**src/rsc_consts.svh**
```systemverilog
`ifndef RSC_CONSTS_SVH
`define RSC_CONSTS_SVH

// register byte offsets
`define RSC_OFF_SRC 12'h000
`define RSC_OFF_CFG 12'h004
`define RSC_OFF_STAT 12'h008

// reset source flag positions
`define RSC_SRC_POR 7
`define RSC_SRC_PIN 6
`define RSC_SRC_COP 5
`define RSC_SRC_ILLEGAL_OPCODE_FLAG 4
`define RSC_SRC_ILLEGAL_ADDRESS_FLAG 3
`define RSC_SRC_MENR 2
`define RSC_SRC_LVI 1
`define RSC_SRC_POR_VAL 8'h80
`define RSC_SRC_RST 8'h00

// config fields
`define RSC_CFG_WDDIS 0
`define RSC_CFG_STOPEN 1
`define RSC_CFG_RST 2'h0

// timing counts, in crystal_clock cycles unless noted
`define RSC_CNT_W 13
`define RSC_CNT_LAST 13'h0FFF
`define RSC_PIN_CYC 7'h20
`define RSC_TAIL_INT 7'h20
`define RSC_TAIL_LONG 7'h40
`define RSC_LV_CPU_CYC 4'h9
`define RSC_ERASED 8'hFF
`define RSC_SWI_CODE 4'h8

`endif

```
**src/rsc_pkg.sv**
```systemverilog
package rsc_pkg;

  localparam int NIRQ = 8;

  typedef enum logic [2:0] {
    RS_IDLE = 3'b000,
    RS_LONG = 3'b001,
    RS_PIN32 = 3'b010,
    RS_TAIL = 3'b011,
    RS_EXT = 3'b100
  } rsc_rst_state_type;

  typedef enum logic [1:0] {
    PM_RUN = 2'b00,
    PM_WAIT = 2'b01,
    PM_STOP = 2'b10,
    PM_RECOV = 2'b11
  } rsc_pm_state_type;

  typedef struct packed {
    logic illegal_opcode;
    logic stop_exec;
    logic wait_exec;
    logic opcode_fetch;
    logic fetch_legal;
    logic vector_fetch;
    logic [7:0] vector_byte;
    logic instr_done;
    logic software_trap_instruction;
    logic service_done;
    logic mask_bit;
    logic brk;
  } rsc_cpu_in_type;

  typedef struct packed {
    logic stack_start;
    logic mask_set;
    logic mask_clr;
    logic [3:0] vector_sel;
    logic vector_valid;
  } rsc_cpu_out_type;

  typedef struct packed {
    logic cpu_clk_en;
    logic bus_clk_en;
    logic base_clk_en;
    logic xclk_en;
  } rsc_clk_en_type;

endpackage

```
**src/rsc_top.sv**
```systemverilog
`timescale 1ns/10ps
`default_nettype none
`include "rsc_consts.svh"
module rsc_top (
  // clock and reset
  input wire logic I_CLK,
  input wire logic I_NRST,
  // apb slave
  input wire logic I_PSEL,
  input wire logic I_PENABLE,
  input wire logic I_PWRITE,
  input wire logic [11:0] I_PADDR,
  input wire logic [31:0] I_PWDATA,
  output logic [31:0] O_PRDATA,
  output logic O_PREADY,
  output logic O_PSLVERR,
  // asynchronous pins
  input wire logic I_XCLK,
  input wire logic I_POWER_ON_PULSE,
  input wire logic I_LV_BELOW,
  input wire logic I_RST_PIN_IN,
  output logic O_RST_PIN_OUT,
  output logic O_RST_PIN_OE,
  // cpu and peripherals
  input wire rsc_pkg::rsc_cpu_in_type I_CPU,
  input wire logic I_WATCHDOG_TIMEOUT,
  input wire logic [rsc_pkg::NIRQ-1:0] I_IRQ_REQ,
  input wire logic [rsc_pkg::NIRQ-1:0] I_IRQ_EN,
  output rsc_pkg::rsc_cpu_out_type O_CPU,
  output rsc_pkg::rsc_clk_en_type O_CLK_EN,
  output logic O_INTERNAL_RESET,
  output logic O_MONITOR_MODE,
  output logic O_WATCHDOG_CLK,
  output logic O_WATCHDOG_EN
);
  import rsc_pkg::*;

  // ----------------------------------------
  // pin synchronisers
  // ----------------------------------------
  logic [1:0] xclk_sync_q, por_sync_q, lv_sync_q, pin_sync_q;
  logic xclk_prev_q;
  logic tick;

  always_ff @(posedge I_CLK) begin
    if (!I_NRST) begin
      xclk_sync_q <= 2'h0;
      por_sync_q <= 2'h0;
      lv_sync_q <= 2'h0;
      pin_sync_q <= 2'h3;
      xclk_prev_q <= 1'b0;
    end else begin
      xclk_sync_q <= {xclk_sync_q[0], I_XCLK};
      por_sync_q <= {por_sync_q[0], I_POWER_ON_PULSE};
      lv_sync_q <= {lv_sync_q[0], I_LV_BELOW};
      pin_sync_q <= {pin_sync_q[0], I_RST_PIN_IN};
      xclk_prev_q <= xclk_sync_q[1];
    end
  end

  // falling edge of the crystal clock, seen two cycles late
  assign tick = xclk_prev_q & ~xclk_sync_q[1];

  // ----------------------------------------
  // declarations
  // ----------------------------------------
  rsc_rst_state_type rs_q, rs_d;
  rsc_pm_state_type pm_q;
  logic [`RSC_CNT_W-1:0] cnt_q;
  logic [6:0] rcnt_q, tail_len_q;
  logic [3:0] lv_cnt_q;
  logic [7:0] src_q;
  logic [1:0] cfg_q;
  logic monitor_q;
  logic latched_q, mask_prev_q;
  logic [3:0] vec_q;
  logic cnt_last, cpu_tick, in_rst, pin_low_ext;
  logic src_por, src_lvi, src_cop, src_illegal_opcode_flag, src_illegal_address_flag, src_menr, long_src, short_src;
  logic [7:0] src_set;
  logic apb_acc, apb_wr, apb_rd, apb_hit, src_rd_clr;
  logic [NIRQ-1:0] hw_pend;
  logic hw_any;
  logic [3:0] best;

  assign cnt_last = tick && (cnt_q == `RSC_CNT_LAST);
  assign cpu_tick = tick && (cnt_q[1:0] == 2'h3);
  assign in_rst = (rs_q != RS_IDLE);
  // our own drive also pulls the pin low, so only idle state reads it as a request
  assign pin_low_ext = ~pin_sync_q[1] && !O_RST_PIN_OE;

  // ----------------------------------------
  // reset sources
  // ----------------------------------------
  assign src_por = por_sync_q[1];
  assign src_lvi = lv_sync_q[1] && cpu_tick && (lv_cnt_q == `RSC_LV_CPU_CYC - 4'h1);
  assign src_cop = I_WATCHDOG_TIMEOUT;
  assign src_illegal_opcode_flag = I_CPU.illegal_opcode ||
                    (I_CPU.stop_exec && !cfg_q[`RSC_CFG_STOPEN]);
  // only opcode fetches are checked; data reads never reach here
  assign src_illegal_address_flag = I_CPU.opcode_fetch && !I_CPU.fetch_legal;
  assign src_menr = I_CPU.vector_fetch && (I_CPU.vector_byte == `RSC_ERASED);
  assign long_src = src_por || src_lvi;
  assign short_src = src_cop || src_illegal_opcode_flag || src_illegal_address_flag || src_menr;

  // consecutive low-supply cpu cycles, saturating so one dip gives one reset
  always_ff @(posedge I_CLK) begin
    if (!I_NRST) begin
      lv_cnt_q <= 4'h0;
    end else if (!lv_sync_q[1]) begin
      lv_cnt_q <= 4'h0;
    end else if (cpu_tick && lv_cnt_q != `RSC_LV_CPU_CYC) begin
      lv_cnt_q <= lv_cnt_q + 4'h1;
    end
  end

  // ----------------------------------------
  // stabilisation counter
  // ----------------------------------------
  always_ff @(posedge I_CLK) begin
    if (!I_NRST) begin
      cnt_q <= '0;
    end else if ((rs_d == RS_LONG || rs_d == RS_PIN32) && rs_q != rs_d) begin
      cnt_q <= '0; // internal resets restart the count; pin reset does not
    end else if (pm_q == PM_STOP) begin
      cnt_q <= '0;
    end else if (tick) begin
      cnt_q <= cnt_q + 13'h0001;
    end
  end

  always_ff @(posedge I_CLK) begin
    if (!I_NRST) begin
      O_WATCHDOG_CLK <= 1'b0;
      O_WATCHDOG_EN <= 1'b0;
    end else begin
      // the full 13-bit wrap clocks the watchdog, not the 4095 stabilisation mark
      O_WATCHDOG_CLK <= tick && (&cnt_q) && pm_q != PM_RECOV;
      O_WATCHDOG_EN <= !cfg_q[`RSC_CFG_WDDIS];
    end
  end

  // ----------------------------------------
  // reset sequencer
  // ----------------------------------------
  always_comb begin
    rs_d = rs_q;
    case (rs_q)
      RS_IDLE: begin
        // any source starts a reset at once; long sources win over short ones, short ones over the pin
        if (long_src) begin
          rs_d = RS_LONG;
        end else if (short_src) begin
          rs_d = RS_PIN32;
        end else if (pin_low_ext) begin
          rs_d = RS_EXT;
        end
      end
      RS_LONG: begin
        if (cnt_last) begin
          rs_d = RS_TAIL;
        end
      end
      RS_PIN32: begin
        if (tick && rcnt_q == `RSC_PIN_CYC - 7'h01) begin
          rs_d = RS_TAIL;
        end
      end
      RS_TAIL: begin
        if (tick && rcnt_q == tail_len_q - 7'h01) begin
          rs_d = RS_IDLE;
        end
      end
      RS_EXT: begin
        if (pin_sync_q[1]) begin
          rs_d = RS_TAIL;
        end
      end
      default: begin
        rs_d = RS_IDLE;
      end
    endcase
    // power-on or low voltage enters the long hold from any other state; a hold in progress is not restarted
    if (long_src && rs_q != RS_LONG) begin
      rs_d = RS_LONG;
    end
  end

  always_ff @(posedge I_CLK) begin
    if (!I_NRST) begin
      rs_q <= RS_LONG;
      rcnt_q <= 7'h00;
      tail_len_q <= `RSC_TAIL_LONG;
    end else begin
      rs_q <= rs_d;
      if (rs_d != rs_q) begin
        rcnt_q <= 7'h00;
      end else if (tick) begin
        rcnt_q <= rcnt_q + 7'h01;
      end
      if (rs_q == RS_LONG || rs_q == RS_EXT) begin
        tail_len_q <= `RSC_TAIL_LONG;
      end else if (rs_q == RS_PIN32) begin
        tail_len_q <= `RSC_TAIL_INT;
      end
    end
  end

  always_ff @(posedge I_CLK) begin
    if (!I_NRST) begin
      O_RST_PIN_OUT <= 1'b0;
      O_RST_PIN_OE <= 1'b1;
      O_INTERNAL_RESET <= 1'b1;
    end else begin
      O_RST_PIN_OUT <= 1'b0;
      O_RST_PIN_OE <= (rs_d == RS_LONG || rs_d == RS_PIN32);
      O_INTERNAL_RESET <= (rs_d != RS_IDLE);
    end
  end

  always_ff @(posedge I_CLK) begin
    if (!I_NRST) begin
      monitor_q <= 1'b0;
    end else if (src_por) begin
      monitor_q <= 1'b0;
    end else if (src_menr && !in_rst) begin
      monitor_q <= 1'b1;
    end
  end

  // ----------------------------------------
  // reset source register
  // ----------------------------------------
  always_comb begin
    src_set = 8'h00;
    if (!in_rst) begin
      src_set[`RSC_SRC_COP] = src_cop;
      src_set[`RSC_SRC_ILLEGAL_OPCODE_FLAG] = src_illegal_opcode_flag;
      src_set[`RSC_SRC_ILLEGAL_ADDRESS_FLAG] = src_illegal_address_flag;
      src_set[`RSC_SRC_MENR] = src_menr;
      src_set[`RSC_SRC_PIN] = pin_low_ext;
    end
    src_set[`RSC_SRC_LVI] = src_lvi;
  end

  always_ff @(posedge I_CLK) begin
    if (!I_NRST) begin
      src_q <= `RSC_SRC_POR_VAL;
    end else if (src_por) begin
      src_q <= `RSC_SRC_POR_VAL;
    end else if (src_rd_clr) begin
      src_q <= src_set; // set wins over the read clear
    end else begin
      src_q <= src_q | src_set;
    end
  end

  // ----------------------------------------
  // interrupt arbitration
  // ----------------------------------------
  assign hw_pend = I_IRQ_REQ & I_IRQ_EN;
  assign hw_any = |hw_pend;

  // index 0 is the highest priority
  always_comb begin
    best = 4'h0;
    for (int i = NIRQ - 1; i >= 0; i--) begin
      if (hw_pend[i]) begin
        best = 4'(i);
      end
    end
  end

  always_ff @(posedge I_CLK) begin
    if (!I_NRST) begin
      pm_q <= PM_RUN;
      latched_q <= 1'b0;
      vec_q <= 4'h0;
      mask_prev_q <= 1'b1;
      O_CPU <= '0;
    end else begin
      mask_prev_q <= I_CPU.mask_bit;
      O_CPU.stack_start <= 1'b0;
      O_CPU.mask_set <= 1'b0;
      O_CPU.mask_clr <= 1'b0;
      if (in_rst) begin
        pm_q <= PM_RUN;
        latched_q <= 1'b0;
      end else begin
        case (pm_q)
          PM_RUN: begin
            if (latched_q && (I_CPU.service_done || (mask_prev_q && !I_CPU.mask_bit))) begin
              latched_q <= 1'b0;
            end else if (!latched_q && I_CPU.instr_done) begin
              if (I_CPU.software_trap_instruction) begin
                latched_q <= 1'b1;
                vec_q <= `RSC_SWI_CODE;
                O_CPU.stack_start <= 1'b1;
                O_CPU.mask_set <= 1'b1;
              end else if (hw_any && !I_CPU.mask_bit) begin
                latched_q <= 1'b1;
                vec_q <= best;
                O_CPU.stack_start <= 1'b1;
                O_CPU.mask_set <= 1'b1;
              end else if (I_CPU.wait_exec) begin
                pm_q <= PM_WAIT;
                O_CPU.mask_clr <= 1'b1;
              end else if (I_CPU.stop_exec && cfg_q[`RSC_CFG_STOPEN]) begin
                pm_q <= PM_STOP;
              end
            end
          end
          PM_WAIT: begin
            if (hw_any) begin
              pm_q <= PM_RUN;
              latched_q <= 1'b1;
              vec_q <= best;
              O_CPU.stack_start <= 1'b1;
              O_CPU.mask_set <= 1'b1;
            end
          end
          PM_STOP: begin
            if (hw_any || I_CPU.brk) begin
              pm_q <= PM_RECOV;
            end
          end
          PM_RECOV: begin
            if (cnt_last) begin
              pm_q <= PM_RUN;
              if (hw_any) begin
                latched_q <= 1'b1;
                vec_q <= best;
                O_CPU.stack_start <= 1'b1;
                O_CPU.mask_set <= 1'b1;
              end
            end
          end
          default: begin
            pm_q <= PM_RUN;
          end
        endcase
      end
      O_CPU.vector_sel <= vec_q;
      O_CPU.vector_valid <= latched_q;
    end
  end

  // ----------------------------------------
  // clock enables
  // ----------------------------------------
  always_ff @(posedge I_CLK) begin
    if (!I_NRST) begin
      O_CLK_EN <= '0;
      O_MONITOR_MODE <= 1'b0;
    end else begin
      O_CLK_EN.cpu_clk_en <= !in_rst && pm_q == PM_RUN;
      O_CLK_EN.bus_clk_en <= rs_q != RS_LONG && pm_q != PM_STOP &&
                             pm_q != PM_RECOV;
      O_CLK_EN.base_clk_en <= pm_q != PM_STOP;
      O_CLK_EN.xclk_en <= pm_q != PM_STOP;
      O_MONITOR_MODE <= monitor_q && !in_rst;
    end
  end

  // ----------------------------------------
  // apb slave, one wait state
  // ----------------------------------------
  assign apb_acc = I_PSEL && I_PENABLE && O_PREADY;
  assign apb_wr = apb_acc && I_PWRITE;
  assign apb_rd = apb_acc && !I_PWRITE;
  assign apb_hit = (I_PADDR == `RSC_OFF_SRC) || (I_PADDR == `RSC_OFF_CFG) ||
                   (I_PADDR == `RSC_OFF_STAT);
  assign src_rd_clr = apb_rd && I_PADDR == `RSC_OFF_SRC;

  always_ff @(posedge I_CLK) begin
    if (!I_NRST) begin
      cfg_q <= `RSC_CFG_RST;
    end else if (apb_wr && I_PADDR == `RSC_OFF_CFG) begin
      cfg_q <= I_PWDATA[1:0];
    end
  end

  always_ff @(posedge I_CLK) begin
    if (!I_NRST) begin
      O_PREADY <= 1'b0;
      O_PSLVERR <= 1'b0;
      O_PRDATA <= 32'h00000000;
    end else begin
      O_PREADY <= I_PSEL && I_PENABLE && !O_PREADY;
      O_PSLVERR <= I_PSEL && I_PENABLE && !O_PREADY && !apb_hit;
      if (I_PSEL && I_PENABLE && !O_PREADY && !I_PWRITE) begin
        case (I_PADDR)
          `RSC_OFF_SRC: O_PRDATA <= {24'h000000, src_q};
          `RSC_OFF_CFG: O_PRDATA <= {30'h00000000, cfg_q};
          `RSC_OFF_STAT: O_PRDATA <= {20'h00000, monitor_q, latched_q, vec_q,
                                      pm_q, 1'b0, rs_q};
          default: O_PRDATA <= 32'h00000000;
        endcase
      end else begin
        O_PRDATA <= 32'h00000000;
      end
    end
  end

endmodule
`default_nettype wire

```
**config.mk**
```make
export PLATFORM = sky130hd
export DESIGN_NAME = rsc_top
export DESIGN_NICKNAME = d
export VERILOG_FILES = /design/src/rsc_pkg.sv /design/src/rsc_top.sv
export VERILOG_INCLUDE_DIRS = /design/src
export SDC_FILE = /design/constraint.sdc
export NUM_CORES = 1
export LEC_CHECK = 0
export ABC_AREA = 1
export BUFFER_PORTS_ARGS = -buffer_cell sky130_fd_sc_hd__buf_2
export CAP_MARGIN = 20
export CORE_AREA = 2 2 92 94
export CTS_BUF_LIST = sky130_fd_sc_hd__clkbuf_4
export DETAILED_ROUTE_END_ITERATION = 12
export DIE_AREA = 0 0 94 96
export PLACE_DENSITY = 0.78
export SETUP_SLACK_MARGIN = 0.2
export SLEW_MARGIN = 20
export SYNTH_ARGS = -nofsm -noshare
export SYNTH_HDL_FRONTEND = slang
export SYNTH_SLANG_ARGS = --single-unit
```
**constraint.sdc**
```tcl
create_clock -name I_CLK -period 3.35 [get_ports I_CLK]
set_clock_uncertainty 0.1 [all_clocks]
set_input_delay 0.67 -clock I_CLK [delete_from_list [all_inputs] [get_ports I_CLK]]
set_output_delay 0.67 -clock I_CLK [all_outputs]
set_load 0.05 [all_outputs]
```
==> implementation parameters <==
Parameter                              Value

Logic synthesis
  Netlist area before placement    0.00388 sq mm
  Leading cell types by count after synthesis    119 x sky130_fd_sc_hd__nand2_1, 85 x sky130_fd_sc_hd__dfxtp_1, 80 x sky130_fd_sc_hd__inv_1, 71 x sky130_fd_sc_hd__nor2_1, 24 x sky130_fd_sc_hd__a21oi_1
  Distinct cell type count after synthesis    42
  Fraction of registers with async set or reset after synthesis    0
  Post-synth EDFFs    0
  Synth top area share    0.438
  Sequential-to-total area share from yosys stat    0.438
  Ys flop type    sky130_fd_sc_hd__dfxtp_1
  Yosys warning count    0
  Synthesized area per cell    7.29 sq um
  Dominant cell type by area after synthesis    sky130_fd_sc_hd__dfxtp_1
  Gate count after technology mapping    533
  Post-synthesis sequential element count    85
  Cell types with the largest area share after synthesis    sky130_fd_sc_hd__dfxtp_1 44%, sky130_fd_sc_hd__nand2_1 11%, sky130_fd_sc_hd__inv_1 7.7%
  Most frequently used cell type in the post-synthesis netlist    sky130_fd_sc_hd__nand2_1

Critical path
  Biggest fanout along the worst timing path    13
  Startpoint of the lowest-slack register-to-register path    cnt_q[0]$_SDFFE_PP0P_
  Element type at the critical path start    flop
  Worst Setup End Kind    flop
  Data arrival time of the critical path    2.69 ns
  CP Data Required Time    3.62 ns
  Reg-to-Reg End    cnt_q[0]$_SDFFE_PP0P_
  Worst reg-to-reg path cell count    13
  Flop-to-flop setup slack    0.93 ns
  Worst Path Class, Setup    reg2reg

Route
  Number of iterations in the first detailed-routing pass    4
  Routed vias/inst    4.74
  Detail-routed net length per standard cell    11.2 um
  DRC Markers    0
  Final Routed Wirelength    8230 um
  Via count    3486
  Initial DRC Count    146
  Final ANT Viol Nets    0

Place
  HPWL after DPL    6520 um
  Post-placement cell area    0.00434 sq mm
  Minimum setup slack after placement    0.765 ns
  Inst Count DP    720
  Buffers added on ports    89
  RePlAce Congestion    0.912

Clocking
  Post-CTS repair timing setup buffer count    0
  Clock H-tree levels    3
  Clock sink total    85
  Worst skew pair latency    0.43 ns
  TritonCTS Buffers    9
  Clock-pin slew of the registers on the worst-case setup and hold paths    0.12 ns
  Number of buffers between clock root and the deepest sink    2
  Clock tree from TritonCTS    yes
  CTS Root Cell    sky130_fd_sc_hd__clkbuf_4
  CTS Hold Bufs    0
  Cts repair resizes    0

Pwr
  Clk network pwr share    0.353
  Internal power of the cells    1.38 mW
  P per Cell Area    407 mW/mm^2
  Part of the power in combinational logic    0.088
  Worst voltage drop across the vdd grid    0.226 mV
  Total power    1.83 mW
  Share of power burned in registers    0.559
  Leakage    2.15 nW
  Net switching power figure    0.454 mW
  Net switching fraction of the power    0.248

Global routing
  Initial antenna violation count    0
  Pin count of the biggest net entering global routing    22
  Via count of the first global-routing pass    3364
  GRT Overall Usage    0.195
  First-pass GRT wire length    13900 um
  Overflow left after global routing    0

Timing
  Worst hold margin    0.313 ns
  Transition time at the pin with the least slew margin    0.519 ns
  Time the worst path needs with I/O delays and setup    2.42 ns
  Summed negative setup slack over all endpoints    0 ns
  Slew Viols, Final    0
  Fin crit share    0.723
  Setup slack of the critical path after layout    0.929 ns
  Normalized max-slew margin    0.652
  Setup repair after global routing missed its margin    no
  Final count of negative-setup-slack endpoints    0
  Hold violation count in the final report    0
  Highest clock frequency the design can meet    413 MHz

Floorplan
  Die extent in x    94 um
  Initial core utilization    0.483
  Floorplan die height    96 um
  Area of the die    0.00902 sq mm
  I/O pin count    141
  Placement row count    33
  Core area    0.00805 sq mm

Min path
  Worst hold path endpoint    lv_sync_q[0]$_SDFF_PN0_
  Type of the worst min-delay path    in2reg
  Worst hold path cell count    3
  Worst min-delay path startpoint    I_LV_BELOW

Layout
  Utilization of the core after routing    0.559
  Area growth from synthesis to layout    15.8%
  Count of nets after finishing    720
  Layout cells sized above 1    0.217
  Number of non-filler instances in the completed layout    736
  Final design instance area without fill    0.00450 sq mm
  Diode insertion count for antenna repair    0

Outcome
  Outcome    complete, no violations

Flow run
  Number of violations of the max-capacitance limit    0
==> layout make-up <==
| type | count | area [sq um] |
|---|---|---|
| multi-input cells | 355 | 1730 |
| fillers | 772 | 3550 |
| clock buffers | 11 | 82.6 |
| repair buffers | 91 | 460 |
| well taps | 105 | 131 |
| clock inverters | 5 | 75.1 |
| flip-flops and latches | 85 | 1700 |
| inverters | 84 | 315 |
==> cell families after synthesis <==
group | count (synthesis) | share of synthesized area
AOI/OAI and AO/OA | 54 | 0.0805
and+or+nand+nor | 259 | 0.293
muxes | 1 | 0.00258
adders and majority gates | 5 | 0.0161
xor gates and xnor gates | 15 | 0.0338
DFF | 85 | 0.438
other | 1 | 0.000965
buffers and inverters | 113 | 0.135
==> per-layer routing <==
metal,up-vias,GRT usage,share of wire
met5,-,0,0
met4,0,0.0580,0.010
met3,9,0.0540,0.073
met2,120,0.355,0.50
met1,1554,0.222,0.42
li1,1803,-,-
==> how the worst max path moves through the flow <==
| stage | start | endpoint | slack (ns) | cells after the start |
|---|---|---|---|---|
| after floorplan | I_PADDR[7] | src_q[6]$_SDFF_PP0_ | 1.23 | 7 |
| after global placement | I_PADDR[5] | src_q[6]$_SDFF_PP0_ | 0.80 | 8 |
| after detailed placement | I_PADDR[5] | src_q[6]$_SDFF_PP0_ | 0.76 | 8 |
| after CTS | cnt_q[0]$_SDFFE_PP0P_ | cnt_q[0]$_SDFFE_PP0P_ | 0.93 | 13 |
| after global routing | cnt_q[1]$_SDFFE_PP0P_ | cnt_q[0]$_SDFFE_PP0P_ | 0.70 | 13 |
| final | cnt_q[0]$_SDFFE_PP0P_ | cnt_q[0]$_SDFFE_PP0P_ | 0.93 | 13 |
==> sequential cells by signal (all words and copies together), names as in the netlist, 2 cells and up <==
name         cells
O_CPU            7
src_q            7
vec_q            4
lv_cnt_q         4
cfg_q            2
rcnt_q           7
pm_q             2
pin_sync_q       2
lv_sync_q        2
por_sync_q       2
O_PRDATA        12
xclk_sync_q      2
O_CLK_EN         3
cnt_q           13
tail_len_q       2
rs_q             3
==> power by group through the flow <==
stage	Sequential, mW	Combinational (mW)	Clock [mW]
6_report	1.02	0.162	0.646
5_1_grt	1.03	0.177	0.695
4_1_cts	1.02	0.162	0.660
3_5_place_dp	1.05	0.161	0
3_3_place_gp	1.05	0.159	0
2_1_floorplan	1.05	0.124	0
==> layout by cell type, fill, tap and decap left out, drive strengths merged, types with 2 or more instances in the layout <==
cell type	n
nand4	8
nor4	3
nand3b	2
a211oi	4
nor2	85
dfxtp	85
o21ai	16
a21oi	24
clkbuf	11
xor2	10
bufinv	2
conb	21
buf	91
clkinv	2
ha	5
or2	4
nor3	14
nand2	123
nor3b	2
xnor2	5
inv	84
nand3	17
==> critical path, cell delays in order (launching register included) <==
cell and delay [ns]:
sky130_fd_sc_hd__dfxtp_1 0.40, sky130_fd_sc_hd__ha_1 0.19, sky130_fd_sc_hd__nand2_1 0.07, sky130_fd_sc_hd__nor2_1 0.19, sky130_fd_sc_hd__nand3b_1 0.19, sky130_fd_sc_hd__nor2_1 0.20
sky130_fd_sc_hd__nand2_1 0.07, sky130_fd_sc_hd__nand2_1 0.09, sky130_fd_sc_hd__o21ai_2 0.09, sky130_fd_sc_hd__a21oi_1 0.17, sky130_fd_sc_hd__nand3_1 0.09, sky130_fd_sc_hd__nand2_1 0.11
sky130_fd_sc_hd__nand2_2 0.23, sky130_fd_sc_hd__nor2_1 0.17
Power figures use the tool's default switching activity.
